**src/rtl/shsc_pkg.sv**
```systemverilog
// Constants for the standby halt/stop controller.
// Function
// - Halt gates CPU clock, oscillators untouched.
// - All clock sources keep state through halt.
// - Unmasked pending request ends halt.
// - Exit vectors if accepting, else continues.
// - Flash CRC completion also ends halt.
// - Request pending at halt entry exits immediately.
// - Any reset terminates halt.
// - Watchdog oscillator run/stop in halt per option.
// - Slow CPU clock limits halt wake sources.
// - Stop gates CPU clock and main oscillators.
// - Unmasked pending request ends stop.
// - Exit from stop vectors or continues.
// - Main oscillators restored after stop; slow unchanged.
// - PLL off before stop, stays off.
// - Watchdog oscillator run/stop in stop per option.
// - Request pending at stop entry exits immediately.
// - Any reset terminates stop.
package shsc_pkg;
	localparam int unsigned SHSC_NUM_IRQ = 16;
	// Interrupt source positions on the request and mask vectors.
	localparam int unsigned SHSC_IRQ_TAU  = 0;
	localparam int unsigned SHSC_IRQ_RTC  = 1;
	localparam int unsigned SHSC_IRQ_CMON = 2;
	localparam int unsigned SHSC_IRQ_TRJ  = 3;
	localparam int unsigned SHSC_IRQ_TRD  = 4;
	localparam int unsigned SHSC_IRQ_ADC  = 5;
	localparam int unsigned SHSC_IRQ_CMP  = 6;
	localparam int unsigned SHSC_IRQ_SAU  = 7;
	localparam int unsigned SHSC_IRQ_IIC  = 8;
	localparam int unsigned SHSC_IRQ_LIN  = 9;
	localparam int unsigned SHSC_IRQ_CAN  = 10;
	localparam int unsigned SHSC_IRQ_DTC  = 11;
	localparam int unsigned SHSC_IRQ_LVD  = 12;
	localparam int unsigned SHSC_IRQ_EXT  = 13;
	localparam int unsigned SHSC_IRQ_KEY  = 14;
	localparam int unsigned SHSC_IRQ_WDT  = 15;
	// Sources permitted when the CPU runs from a slow clock.
	localparam logic [15:0] SHSC_SLOW_MASK = 16'hf89b;
	// Sources permitted when the CPU runs from a main clock.
	localparam logic [15:0] SHSC_MAIN_MASK = 16'hffff;
	// Sources permitted to end stop.
	localparam logic [15:0] SHSC_STOP_MASK = 16'hf14a;
	typedef enum logic [2:0] {
		SHSC_RUN  = 3'h1,
		SHSC_HALT = 3'h2,
		SHSC_STOP = 3'h4
	} shsc_state_t;
endpackage

```
**src/rtl/shsc_ctrl.sv**
```systemverilog
// Standby controller: halt and stop entry, wake and clock gating.
`timescale 1ns/1ps
`default_nettype none
module shsc_ctrl #(
	parameter int unsigned N_IRQ = shsc_pkg::SHSC_NUM_IRQ
) (
	input  wire logic             i_clk,
	input  wire logic             i_reset_n,
	input  wire logic             i_halt_exec,
	input  wire logic             i_stop_exec,
	input  wire logic             i_irq_accept_enabled,
	input  wire logic             i_cpu_on_slow_clk,
	input  wire logic [N_IRQ-1:0] i_irq_req,
	input  wire logic [N_IRQ-1:0] i_irq_mask,
	input  wire logic             i_crc_done,
	input  wire logic             i_hs_sys_osc_run,
	input  wire logic             i_hs_int_osc_run,
	input  wire logic             i_pll_run_bit,
	input  wire logic             i_ls_int_osc_run,
	input  wire logic             i_sub_osc_run,
	input  wire logic             i_watchdog_enable_option,
	input  wire logic             i_watchdog_standby_run_option,
	output logic                  o_cpu_clk_en,
	output logic                  o_halted,
	output logic                  o_stopped,
	output logic                  o_wake_vector,
	output logic                  o_wake_resume,
	output logic                  o_hs_sys_osc_en,
	output logic                  o_hs_int_osc_en,
	output logic                  o_pll_en,
	output logic                  o_ls_int_osc_en,
	output logic                  o_sub_osc_en,
	output logic                  o_wdt_osc_en,
	output logic                  o_wdt_cnt_clr
);
	import shsc_pkg::*;

	initial begin
		if (N_IRQ != SHSC_NUM_IRQ)
			$error("N_IRQ must match the source map width");
	end

	shsc_state_t state_q;
	shsc_state_t state_d;
	logic        accept_q;
	logic        wdt_stopped_q;
	logic        hs_sys_save_q;
	logic        hs_int_save_q;
	logic        wake;
	logic        go_run;

	// Pending unmasked requests, filtered by mode and clock selection.
	function automatic logic wake_of(input logic [N_IRQ-1:0] req, input logic [N_IRQ-1:0] msk,
		input logic [N_IRQ-1:0] permit);
		wake_of = |(req & ~msk & permit);
	endfunction

	always_comb begin
		logic [N_IRQ-1:0] permit;
		permit = SHSC_MAIN_MASK;
		if (state_q == SHSC_STOP)
			permit = SHSC_STOP_MASK;
		else if (i_cpu_on_slow_clk)
			permit = SHSC_SLOW_MASK;
		wake = wake_of(i_irq_req, i_irq_mask, permit);
	end

	assign go_run = (state_q == SHSC_HALT && (wake || i_crc_done))
		|| (state_q == SHSC_STOP && wake);

	always_comb begin
		state_d = state_q;
		unique case (state_q)
			SHSC_RUN: begin
				// An entry with a pending request is swallowed: the CPU keeps its clock.
				if (i_stop_exec && !wake)
					state_d = SHSC_STOP;
				else if (i_halt_exec && !(wake || i_crc_done))
					state_d = SHSC_HALT;
			end
			SHSC_HALT: begin
				if (go_run)
					state_d = SHSC_RUN;
			end
			SHSC_STOP: begin
				if (go_run)
					state_d = SHSC_RUN;
			end
			default: state_d = SHSC_RUN;
		endcase
	end

	// Reset returns to run from any standby state.
	always_ff @(posedge i_clk or negedge i_reset_n) begin
		if (!i_reset_n)
			state_q <= SHSC_RUN;
		else
			state_q <= state_d;
	end

	// The gate only changes on a clock edge, so no partial pulse escapes.
	always_ff @(posedge i_clk or negedge i_reset_n) begin
		if (!i_reset_n)
			o_cpu_clk_en <= 1'b1;
		else
			o_cpu_clk_en <= (state_d == SHSC_RUN);
	end

	always_ff @(posedge i_clk or negedge i_reset_n) begin
		if (!i_reset_n) begin
			o_halted  <= 1'b0;
			o_stopped <= 1'b0;
		end else begin
			o_halted  <= (state_d == SHSC_HALT);
			o_stopped <= (state_d == SHSC_STOP);
		end
	end

	// Acceptance is latched at each entry attempt in run; every exit uses the latched value.
	always_ff @(posedge i_clk or negedge i_reset_n) begin
		if (!i_reset_n)
			accept_q <= 1'b0;
		else if (state_q == SHSC_RUN && (i_halt_exec || i_stop_exec))
			accept_q <= i_irq_accept_enabled;
	end

	// One-cycle exit indication: vector or continue after the instruction.
	always_ff @(posedge i_clk or negedge i_reset_n) begin
		if (!i_reset_n) begin
			o_wake_vector <= 1'b0;
			o_wake_resume <= 1'b0;
		end else begin
			o_wake_vector <= go_run && accept_q && wake;
			o_wake_resume <= go_run && !(accept_q && wake);
		end
	end

	// Main oscillator states captured at stop entry for later restore.
	always_ff @(posedge i_clk or negedge i_reset_n) begin
		if (!i_reset_n) begin
			hs_sys_save_q <= 1'b0;
			hs_int_save_q <= 1'b1;
		end else if (state_q == SHSC_RUN && state_d == SHSC_STOP) begin
			hs_sys_save_q <= i_hs_sys_osc_run;
			hs_int_save_q <= i_hs_int_osc_run;
		end
	end

	// Halt passes all requests through; stop forces the main sources and PLL off.
	always_ff @(posedge i_clk or negedge i_reset_n) begin
		if (!i_reset_n) begin
			o_hs_sys_osc_en <= 1'b0;
			o_hs_int_osc_en <= 1'b1;
			o_pll_en        <= 1'b0;
			o_ls_int_osc_en <= 1'b0;
			o_sub_osc_en    <= 1'b0;
		end else if (state_d == SHSC_STOP) begin
			o_hs_sys_osc_en <= 1'b0;
			o_hs_int_osc_en <= 1'b0;
			o_pll_en        <= 1'b0;
			o_ls_int_osc_en <= i_ls_int_osc_run;
			o_sub_osc_en    <= i_sub_osc_run;
		end else if (state_q == SHSC_STOP) begin
			o_hs_sys_osc_en <= hs_sys_save_q;
			o_hs_int_osc_en <= hs_int_save_q;
			o_pll_en        <= 1'b0;
			o_ls_int_osc_en <= i_ls_int_osc_run;
			o_sub_osc_en    <= i_sub_osc_run;
		end else begin
			o_hs_sys_osc_en <= i_hs_sys_osc_run;
			o_hs_int_osc_en <= i_hs_int_osc_run;
			o_pll_en        <= i_pll_run_bit;
			o_ls_int_osc_en <= i_ls_int_osc_run;
			o_sub_osc_en    <= i_sub_osc_run;
		end
	end

	// Watchdog oscillator stops in standby unless its standby-run option is set.
	always_ff @(posedge i_clk or negedge i_reset_n) begin
		if (!i_reset_n) begin
			o_wdt_osc_en  <= 1'b0;
			wdt_stopped_q <= 1'b0;
			o_wdt_cnt_clr <= 1'b0;
		end else begin
			o_wdt_cnt_clr <= 1'b0;
			if (state_d != SHSC_RUN && i_watchdog_enable_option && !i_watchdog_standby_run_option) begin
				o_wdt_osc_en  <= 1'b0;
				wdt_stopped_q <= 1'b1;
			end else begin
				o_wdt_osc_en <= i_watchdog_enable_option;
				if (state_d == SHSC_RUN && wdt_stopped_q) begin
					o_wdt_cnt_clr <= 1'b1;
					wdt_stopped_q <= 1'b0;
				end
			end
		end
	end
endmodule
`default_nettype wire

```
**config.mk**
```make
export PLATFORM = sky130hd
export DESIGN_NAME = shsc_ctrl
export DESIGN_NICKNAME = d
export VERILOG_FILES = /design/src/rtl/shsc_pkg.sv /design/src/rtl/shsc_ctrl.sv
export SDC_FILE = /design/constraint.sdc
export NUM_CORES = 1
export LEC_CHECK = 0
export BUFFER_PORTS_ARGS = -buffer_cell sky130_fd_sc_hd__buf_2
export CAP_MARGIN = 10
export CORE_MARGIN = 10
export CORE_UTILIZATION = 45
export DETAILED_ROUTE_END_ITERATION = 8
export PLACE_DENSITY = 0.93
export SYNTH_ARGS = -nofsm -noshare
export SYNTH_HDL_FRONTEND = slang
export SYNTH_SLANG_ARGS = --single-unit
```
**constraint.sdc**
```tcl
create_clock -name i_clk -period 4.33 [get_ports i_clk]
set_clock_uncertainty 0.2 [all_clocks]
set_input_delay 1.0825 -clock i_clk [delete_from_list [all_inputs] [get_ports i_clk]]
set_output_delay 1.0825 -clock i_clk [all_outputs]
set_load 0.05 [all_outputs]
```
Word-level counts from Yosys, hierarchy flattened. Cells that the tools add are included.

Equal/unequal tests: 7. Bitwise operators: 3. Muxes and demuxes: 17. Reductions and logical operators: 23.

Operator list (count): $and 16x16->16 (2); $mux 16 (1); $not 16->16 (1); $reduce_or 16->1 (1); $logic_and 1x1->1 (13); $mux 1 (11); $mux 11 (1); $mux 3 (3); $eq 3x1->1 const B (2); $eq 3x2->1 const B (2); $eq 3x3->1 const B (2); $pmux 3 s2 (1); $logic_not 1->1 (4); $logic_or 1x1->1 (3); $ne 3x1->1 const B (1); $reduce_bool 2->1 (1); $reduce_or 2->1 (1).

Register bits: 19. Output and inout bits: 12. Input port bits: 46. Logic and storage cells: 67.

Depth between registers and ports, before layout. Gate-level depths: netlist of run 1.

Depth in word-level cells: 14. Mapped depth: 7. Gate-level depth less buffers: 5.

Worst setup path after synthesis of run 1. No wires, ideal clock.

Path type: input port to flip-flop. From: in i_irq_mask[2]. To: reg hs_sys_save_q. Path buffers: 0. Stages on the path: 5. Arrival time: 2205 ps. Library setup time: 128 ps. Path slack: 1798 ps. Required time: 4002 ps. Path through: nand2b_1 a41oi_1 nor3_2 nand4_2 mux2_1.

Cells in the longest elaborated chain, start to end: 12. Elaborated cells on any way between the ends: 18. Classes of those cells: eq/ne: 1; mux: 4; bitwise: 3; reduce/logical: 10.

Ends and longest elaborated chain: from (decl) (RTL line shsc_ctrl.sv:14) `input wire logic [N_IRQ-1:0] i_irq_mask,`; $not 16->16 (*) (RTL line shsc_ctrl.sv:55) `wake_of = |(req & ~msk & permit);`; $and 16x16->16 (*) (2 in series) (RTL line shsc_ctrl.sv:55); $reduce_or 16->1 (*) (RTL line shsc_ctrl.sv:55); $logic_or 1x1->1 (RTL line shsc_ctrl.sv:68, shsc_ctrl.sv:78); $logic_not 1->1 (RTL line shsc_ctrl.sv:78) `else if (i_halt_exec && !(wake || i_crc_done))`; $logic_and 1x1->1 (RTL line shsc_ctrl.sv:78); $mux 3 (RTL line shsc_ctrl.sv:78); $mux 3 (RTL line shsc_ctrl.sv:76) `if (i_stop_exec && !wake)`; $pmux 3 s2 (*) (RTL line shsc_ctrl.sv:73) `unique case (state_q)`; $eq 3x3->1 (*) (RTL line shsc_ctrl.sv:143) `end else if (state_q == SHSC_RUN && state_d == SHSC_STOP) begin`; $logic_and 1x1->1 (*) (RTL line shsc_ctrl.sv:143); to (signal assigned) (RTL line shsc_ctrl.sv:144) `hs_sys_save_q <= i_hs_sys_osc_run;`; to (decl) (RTL line shsc_ctrl.sv:47) `logic hs_sys_save_q;`.

Every way passes the cells marked *; elsewhere a longest branch is shown, timed or not. A chain may end at the register's enable or synchronous reset.

Worst setup path in the final report of run 1.
From: in i_irq_mask[6]. To: reg hs_sys_save_q.

Same word-level chain as after synthesis.

==> results of run 1 <==
==> worst max path at each step <==
stage	to	start	slack, ns
4_1_cts	hs_sys_save_q	i_irq_mask[6]	1.67
2_1_floorplan	hs_sys_save_q	i_irq_mask[2]	1.80
3_3_place_gp	hs_sys_save_q	i_irq_mask[6]	1.47
6_report	hs_sys_save_q	i_irq_mask[6]	1.68
3_5_place_dp	hs_sys_save_q	i_irq_mask[6]	1.34
5_1_grt	hs_sys_save_q	i_irq_mask[6]	1.57
==> critical path: stages <==
cell	delay, ns
buf_2	0.07
nand2b_1	0.14
a22oi_4	0.07
nor4_4	0.60
nand4_2	0.28
mux2_1	0.38
==> state kept, by name, indices dropped and copies added (netlist names) <==
register         cells
accept_q             1
hs_int_save_q        1
hs_sys_save_q        1
o_cpu_clk_en         1
o_halted             1
o_hs_int_osc_en      1
o_hs_sys_osc_en      1
o_ls_int_osc_en      1
o_pll_en             1
o_stopped            1
o_sub_osc_en         1
o_wake_resume        1
o_wake_vector        1
o_wdt_cnt_clr        1
o_wdt_osc_en         1
state_q              3
wdt_stopped_q        1
==> stage by stage <==
stage	power, mW	cell area, sq um	setup slack, ns	util, %	hold WS, ns
6_report	0.355	1280	1.68	64.1	0.288
5_1_grt	0.374	1280	1.57	64.1	0.333
4_1_cts	0.358	1280	1.67	64.1	0.292
3_5_place_dp	0.273	1260	1.34	62.7	0.267
3_3_place_gp	0.267	1260	1.47	62.7	0.263
2_1_floorplan	0.238	960	1.80	-	0.246
==> logic make-up (layout without fill, tap and decap cells) <==
kind of cell | after synthesis | after routing | synth area share, %
AO/OA/AOI/OAI | 22 | 22 | 18.6
buffers and inverters | 10 | 69 | 5.48
flip-flops | 19 | 19 | 50.1
multiplexers | 3 | 3 | 3.52
AND/OR/NAND/NOR | 32 | 32 | 22.3
==> per-layer routing <==
layer  wire length, um  global-route usage [%]  vias up
met5                 0                       0        -
met1              1030                    12.5      421
met4                72                    7.07        0
met2              1280                    22.0       56
met3               270                    4.41        9
li1                  -                       -      426
==> power groups by stage <==
| stage | Combinational (mW) | Clock, mW | Sequential (mW) |
|---|---|---|---|
| finish | 0.0730 | 0.0870 | 0.195 |
| CTS | 0.0743 | 0.0887 | 0.195 |
| global route | 0.0802 | 0.0982 | 0.196 |
| global placement | 0.0698 | 0 | 0.197 |
| floorplan | 0.0285 | 0 | 0.210 |
| detailed placement | 0.0740 | 0 | 0.199 |
==> cell type report <==
cell class / count / area [sq um] / area share [%]
multi-input combinational: 57 / 427 / 33.2
clock buffer: 3 / 22.5 / 1.75
inverter: 8 / 30.0 / 2.34
clock inverter: 1 / 5.00 / 0.390
timing repair buffer: 57 / 285 / 22.2
tap: 27 / 33.8 / 2.63
sequential: 19 / 480 / 37.4
==> cell usage after synthesis, types with 2 or more instances <==
library cell  count  area share (%)
inv_1             8             3.1
mux2_1            2             2.3
a21oi_1           3             1.6
o21ai_0           3             1.6
buf_6             2             2.3
dfrtp_1          15              39
a32o_1            2             2.1
nor2_1            4             1.6
dfstp_2           4              11
nor2b_1           2             1.3
o22ai_1           3             2.0
and3_1            3             2.0
o211ai_1          3             2.3
nand2_1           2            0.78
a21boi_0          2             1.6
nand2b_1         11             7.2
==> qor.txt, run 1 <==
Final net count: 192
Vias in the first global route: 1056
Root Buffer: clkbuf_4
Total of fill cells in the finished design: 170
Max cap viols: 0
Post-route ant nets: 0
Post-synthesis cell count: 86
Max Root-Sink Buffers: 2
Die H: 66.2 um
Final non-filler cell total: 172
Worst-case vdd ir drop: 0.156 mV
Post_cts resized: 0
CP Capture Type: register
Largest net degree at the start of global routing: 20
Most frequent cells in the layout: buf_2, dfrtp_1, nand2b_1, inv_1
Max transition margin: 59.0%
Vias: 912
Antenna violations before repair: 0
Clock Pin Slew Worst Setup and Hold Paths: 0.10 ns
Sw frac: 28.0%
Setup slack, reg-to-reg: 1.75 ns
Syn nets: 132
Arrival time of the worst setup path: 2.63 ns
Hold Fails Final Rpt: 0
Ant. Diodes: 0
Leakage: 0.656 nW
Clock latency on the worst-skew pair: 0.29 ns
Register area share after synthesis: 50.1%
Fin crit share: 61.1%
NetSw: 0.0993 mW
CTS tree: yes
Slew @ Worst Pin: 0.611 ns
GRT Util Overall: 12.5%
Dpl hpwl: 2.32 mm
CTS buffer count: 3
CTS sink cnt: 19
Placed insts: 168
First-pass GRT wire length: 4.35 mm
Commonest non-fill, non-tap cell in the layout: buf_2
Clk pwr share: 24.5%
Hold Path Sink: o_wdt_cnt_clr
Fin crit period: 2.65 ns
CTS Hold Bufs: 0
R2R Path Start: state_q[0]
Post-Syn Area: 960 sq um
HP Class: register to register
Setup repair after global routing missed its margin: no
First DRT Iteration DRCs: 25
Register share of total power: 54.9%
Vias/cell: 5.30
Num ports: 58
Horiz. Die Dim: 66.2 um
Synth unique cells: 33
Post-Route WL: 2.66 mm
Warnings, synthesis: 0
Syn Area/Cell: 11.2 sq um
Area Overhead vs Synth: 33.8%
WHS Path Cells: 1
Internal power: 0.256 mW
Initial Utilization: 47.9%
Cell Rows: 16
Outcome: complete, no violations
Power Dens Cells: 277 mW/mm^2
Final setup violation count: 0
Number of flops mapped to enable cells by yosys: 0
Gate power share: 20.6%
FF+latch count, synth: 19
Crit-path max FO: 11
Port Buffers: 57
DRC violations left: 0
Grt total ovfl: 0
Setup TNS: 0 ns
Slew Viols, Final: 0
Worst Hold Launch: wdt_stopped_q
Path depth of the worst reg2reg path: 5
Critical Path RT: 4.31 ns
Setup Buffers After CTS: 0
Placer Congestion: 0.851
CTS H-tree lvls: 1
Crit path kind: primary input to register
Max Clk Rate: 0.378 GHz
CP startpoint kind: primary input
First drt pass iteration count: 4
Share of flip-flops with an asynchronous set or reset: 100%
Top_reg_cell synth: dfrtp_1
Layout cells sized above 1: 49.7%
Crit Reg-Reg Endpoint: hs_sys_save_q
Die ar.: 0.00438 sq mm
DR WL/cell: 15.4 um
Core Area: 0.00200 sq mm
Note: power is estimated with default switching activity, not from simulation.
==> run 2: changes to the inputs <==
Settings changed: CORE_UTILIZATION 45 to 42, PLACE_DENSITY 0.93 to 0.88.
Clock period 4.33 ns to 2.57 ns, I/O delays scaled along.
==> run 2 against run 1 <==
Sequential cell count did not move. Clock power increased by 66%. Total power up 68%. Critical endpoint is now o_wake_resume.
==> qor.txt, run 2 (synthesis gave the netlist of run 1 again) <==
Outcome: complete, no violations
Setup TNS: 0 ns
Final net count: 194
CP Launch Point: state_q[0]
Die H: 67.8 um
Post_cts resized: 0
Crit path kind: register to register
Antenna violations before repair: 0
Horiz. Die Dim: 67.8 um
Max transition margin: 64.9%
Power Dens Cells: 459 mW/mm^2
Top reg by flops: state_q
First-pass GRT wire length: 4.27 mm
Final setup violation count: 0
Placed inst area: 0.00127 sq mm
Critical Path RT: 2.57 ns
Clock Pin Slew Worst Setup and Hold Paths: 0.10 ns
Setup slack, reg-to-reg: 0.36 ns
Vias in the first global route: 913
Vias: 862
Total of fill cells in the finished design: 189
Most frequent cells in the layout: buf_2, dfrtp_1, nand2b_1, inv_1
Max Root-Sink Buffers: 2
Max cap viols: 0
Grt total ovfl: 0
Slew @ Worst Pin: 0.522 ns
Critical path's slowest cell: dfstp_2
Hold Fails Final Rpt: 0
GRT Util Overall: 12.0%
Arrival time of the worst setup path: 2.21 ns
R2R Path Start: state_q[0]
Cell Rows: 17
CTS H-tree lvls: 1
Largest net degree at the start of global routing: 20
Num ports: 58
HP Class: primary input to asynchronous set/reset pin
Slew Viols, Final: 0
Root Buffer: clkbuf_4
DRC violations left: 0
CTS Hold Bufs: 0
Core Area: 0.00219 sq mm
Crit Reg-Reg Endpoint: o_wake_resume
Max reg flops: 3
CP Capture Type: register
Post-route ant nets: 0
Path depth of the worst reg2reg path: 6
CP startpoint kind: register
Post-Route WL: 2.61 mm
Fin crit period: 2.21 ns
Die ar.: 0.00460 sq mm
CTS tree: yes
Crit-path max FO: 10
CTS buffer count: 3
Area Overhead vs Synth: 35.3%
Cells along the critical path: or3b_1 > a22oi_4 > nor4_4 > buf_4 > nand2_1 > a221oi_2
Commonest non-fill, non-tap cell in the layout: buf_2
Worst-case vdd ir drop: 0.390 mV
CTS sink cnt: 19
First drt pass iteration count: 3
Largest stage delay on the critical path: 0.55 ns
Setup repair after global routing missed its margin: no
Vias/cell: 4.93
Initial Utilization: 43.8%
Placer Congestion: 0.825
Dpl hpwl: 2.27 mm
Max Clk Rate: 0.452 GHz
Clock latency on the worst-skew pair: 0.29 ns
DR WL/cell: 14.9 um
Post-layout instance area: 0.00130 sq mm
Layout cells sized above 1: 49.7%
First DRT Iteration DRCs: 34
Setup Buffers After CTS: 0
Fin crit share: 86.1%
Port Buffers: 57
Ant. Diodes: 0
Finished Core Util: 59.3%
Leakage: 0.663 nW
[run 2: metrics by stage]
step	power [mW]	hold WS (ns)	setup slack, ns	std cells
after global routing	0.639	0.0675	0.185	175
after detailed placement	0.459	0.279	0.383	171
after floorplan	0.401	0.147	0.478	86
after CTS	0.604	0.0721	0.364	175
after global placement	0.454	0.273	0.438	171
final	0.596	0.0640	0.357	175
[run 2: metal layers]
layer,routed length [um],vias up,global-route usage (%)
met5,0,-,0
met4,8,0,2.26
met3,194,2,4.63
met2,1460,23,23.0
met1,948,410,12.1
li1,-,427,-
[run 2: layout make-up]
| type | count | area [sq um] | area share [%] |
|---|---|---|---|
| well taps | 28 | 35.0 | 2.70 |
| flip-flops and latches | 19 | 480 | 37.0 |
| repair buffers | 59 | 300 | 23.1 |
| clock buffers | 4 | 26.3 | 2.02 |
| inverters | 8 | 30.0 | 2.31 |
| multi-input cells | 57 | 427 | 32.9 |
[run 2: how the worst max path moves through the flow]
| stage | end | slack, ns |
|---|---|---|
| 2_1_floorplan | hs_sys_save_q | 0.48 |
| 3_3_place_gp | hs_sys_save_q | 0.44 |
| 3_5_place_dp | hs_sys_save_q | 0.38 |
| 4_1_cts | hs_sys_save_q | 0.36 |
| 5_1_grt | hs_sys_save_q | 0.18 |
| 6_report | o_wake_resume | 0.36 |
[run 2: critical path: cells and delay by family (launching register included)]
kind / cells / cell delay, ns
compound gates: 2 / 0.40
buf+inv: 1 / 0.23
flops: 1 / 0.55
simple gates: 3 / 0.73
[run 2: report_power, final]
part	internal, mW	total, mW	switching, mW	leakage (nW)
registers	0.320	0.328	0.00764	0.237
clock network	0.0603	0.144	0.0836	0.0150
logic	0.0559	0.125	0.0690	0.412
==> run 3: changes to the inputs <==
Settings changed: REMOVE_ABC_BUFFERS set to 1.
==> run 3 against run 2 <==
Clock power about the same. Cell area about the same. Global-route usage decreased by 0.44 points. Highest routed layer unchanged. Utilization increased by 0.057 points. Total power increased by 0.63%. Via count increased by 3.6%. Die area unchanged.
==> qor.txt, run 3 (synthesis gave the netlist of run 1 again) <==
Slew Viols, Final: 0
Final setup margin: 0.386 ns
Max reg flops: 3
CTS Hold Bufs: 0
Setup WS pre-CTS: 0.395 ns
DRC violations left: 0
Ant. Diodes: 0
Uppermost layer routed: met4
Slew @ Worst Pin: 0.535 ns
First-pass GRT wire length: 4.13 mm
Layout cells sized above 1: 50.3%
Final setup violation count: 0
Setup repair after global routing missed its margin: no
DR WL/cell: 15.3 um
Crit path kind: register to register
Core Area: 0.00219 sq mm
Horiz. Die Dim: 67.8 um
Met3 wire len: 266 um
Cell Rows: 17
R2R Path Start: state_q[0]
Post_cts resized: 0
Final net count: 194
CP startpoint kind: register
CTS tree: yes
Port Buffers: 57
First drt pass iteration count: 4
Post-Route WL: 2.67 mm
Vias in the first global route: 934
Largest net degree at the start of global routing: 20
CTS sink cnt: 19
Max transition margin: 64.1%
Routed wire length on met2: 1.46 mm
Post-route ant nets: 0
Commonest non-fill, non-tap cell in the layout: buf_2
Cells along the critical path: or3b_1 > a22oi_4 > nor4_4 > buf_4 > nand2_1 > a221oi_2
WHS: 0.0620 ns
Grt total ovfl: 0
Arrival time of the worst setup path: 2.19 ns
Hold Fails Final Rpt: 0
CP Launch Point: state_q[0]
Max Clk Rate: 0.458 GHz
CP Buf/Inv Count: 1
Vias/cell: 5.10
CTS H-tree lvls: 1
Initial Utilization: 43.8%
Fin crit share: 85.0%
Antenna violations before repair: 0
Clock latency on the worst-skew pair: 0.29 ns
Root Buffer: clkbuf_4
HP Class: primary input to asynchronous set/reset pin
Num ports: 58
Largest stage delay on the critical path: 0.55 ns
Crit-path max FO: 10
Most frequent cells in the layout: buf_2, dfrtp_1, nand2b_1, inv_1
CP Capture Type: register
Die H: 67.8 um
Max Root-Sink Buffers: 2
Top reg by flops: state_q
Critical Path RT: 2.58 ns
Setup TNS: 0 ns
GRT Util Overall: 11.6%
Total Power: 0.600 mW
Clock Pin Slew Worst Setup and Hold Paths: 0.11 ns
Area Overhead vs Synth: 35.5%
Outcome: complete, no violations
Wl on met1: 922 um
Critical path's slowest cell: dfstp_2
CTS buffer count: 3
Worst-case vdd ir drop: 0.254 mV
Placer Congestion: 0.846
Power Dens Cells: 462 mW/mm^2
First DRT Iteration DRCs: 22
Max cap viols: 0
Fin crit period: 2.18 ns
Dpl hpwl: 2.31 mm
Leakage: 0.666 nW
Setup Buffers After CTS: 0
Die ar.: 0.00460 sq mm
Crit path max-delay family: simple AND/OR/NAND/NOR gates
Vias: 893
-- run 3: changes by cell type in the layout (fill, tap and decap cells not counted), sizes merged --
cell / previous run / this run
clkinv: 0 / 1
clkbuf: 4 / 3
-- run 3: final cells by class --
type | instances | area (sq um)
clock buffers | 3 | 22.5
well taps | 28 | 35.0
multi-input cells | 57 | 427
flip-flops and latches | 19 | 480
fillers | 196 | 891
repair buffers | 59 | 300
inverters | 8 | 30.0
clock inverters | 1 | 5.00
-- run 3: path summary, 6_finish.rpt --
| check | to | slack (ns) | depth (start not counted) |
|---|---|---|---|
| min in group i_clk | o_ls_int_osc_en | 0.25 | 1 |
| setup / recovery | o_wake_resume | 0.39 | 6 |
| hold / removal | o_pll_en | 0.06 | 1 |
| max in group asynchronous | o_cpu_clk_en | 1.78 | 1 |
| hold reg to reg | o_wdt_cnt_clr | 0.30 | 1 |
| setup reg to reg | o_wake_resume | 0.39 | 6 |
-- run 3: routing by layer --
layer,global-route usage (%),up-vias
met1,11.3,422
li1,-,429
met5,0,-
met2,22.5,40
met4,3.52,0
met3,3.64,2
-- run 3: power breakdown --
part | internal, mW | total, mW | switching (mW)
Clock | 0.0579 | 0.146 | 0.0886
Sequential | 0.320 | 0.328 | 0.00791
Combinational | 0.0560 | 0.126 | 0.0699
-- run 3: per-stage QoR --
step / utilization [%] / cell area [sq um] / std cells
floorplan: - / 937 / 84
global placement: 58.1 / 1270 / 171
detailed placement: 58.1 / 1270 / 171
CTS: 59.3 / 1300 / 175
global route: 59.3 / 1300 / 175
finish: 59.3 / 1300 / 175
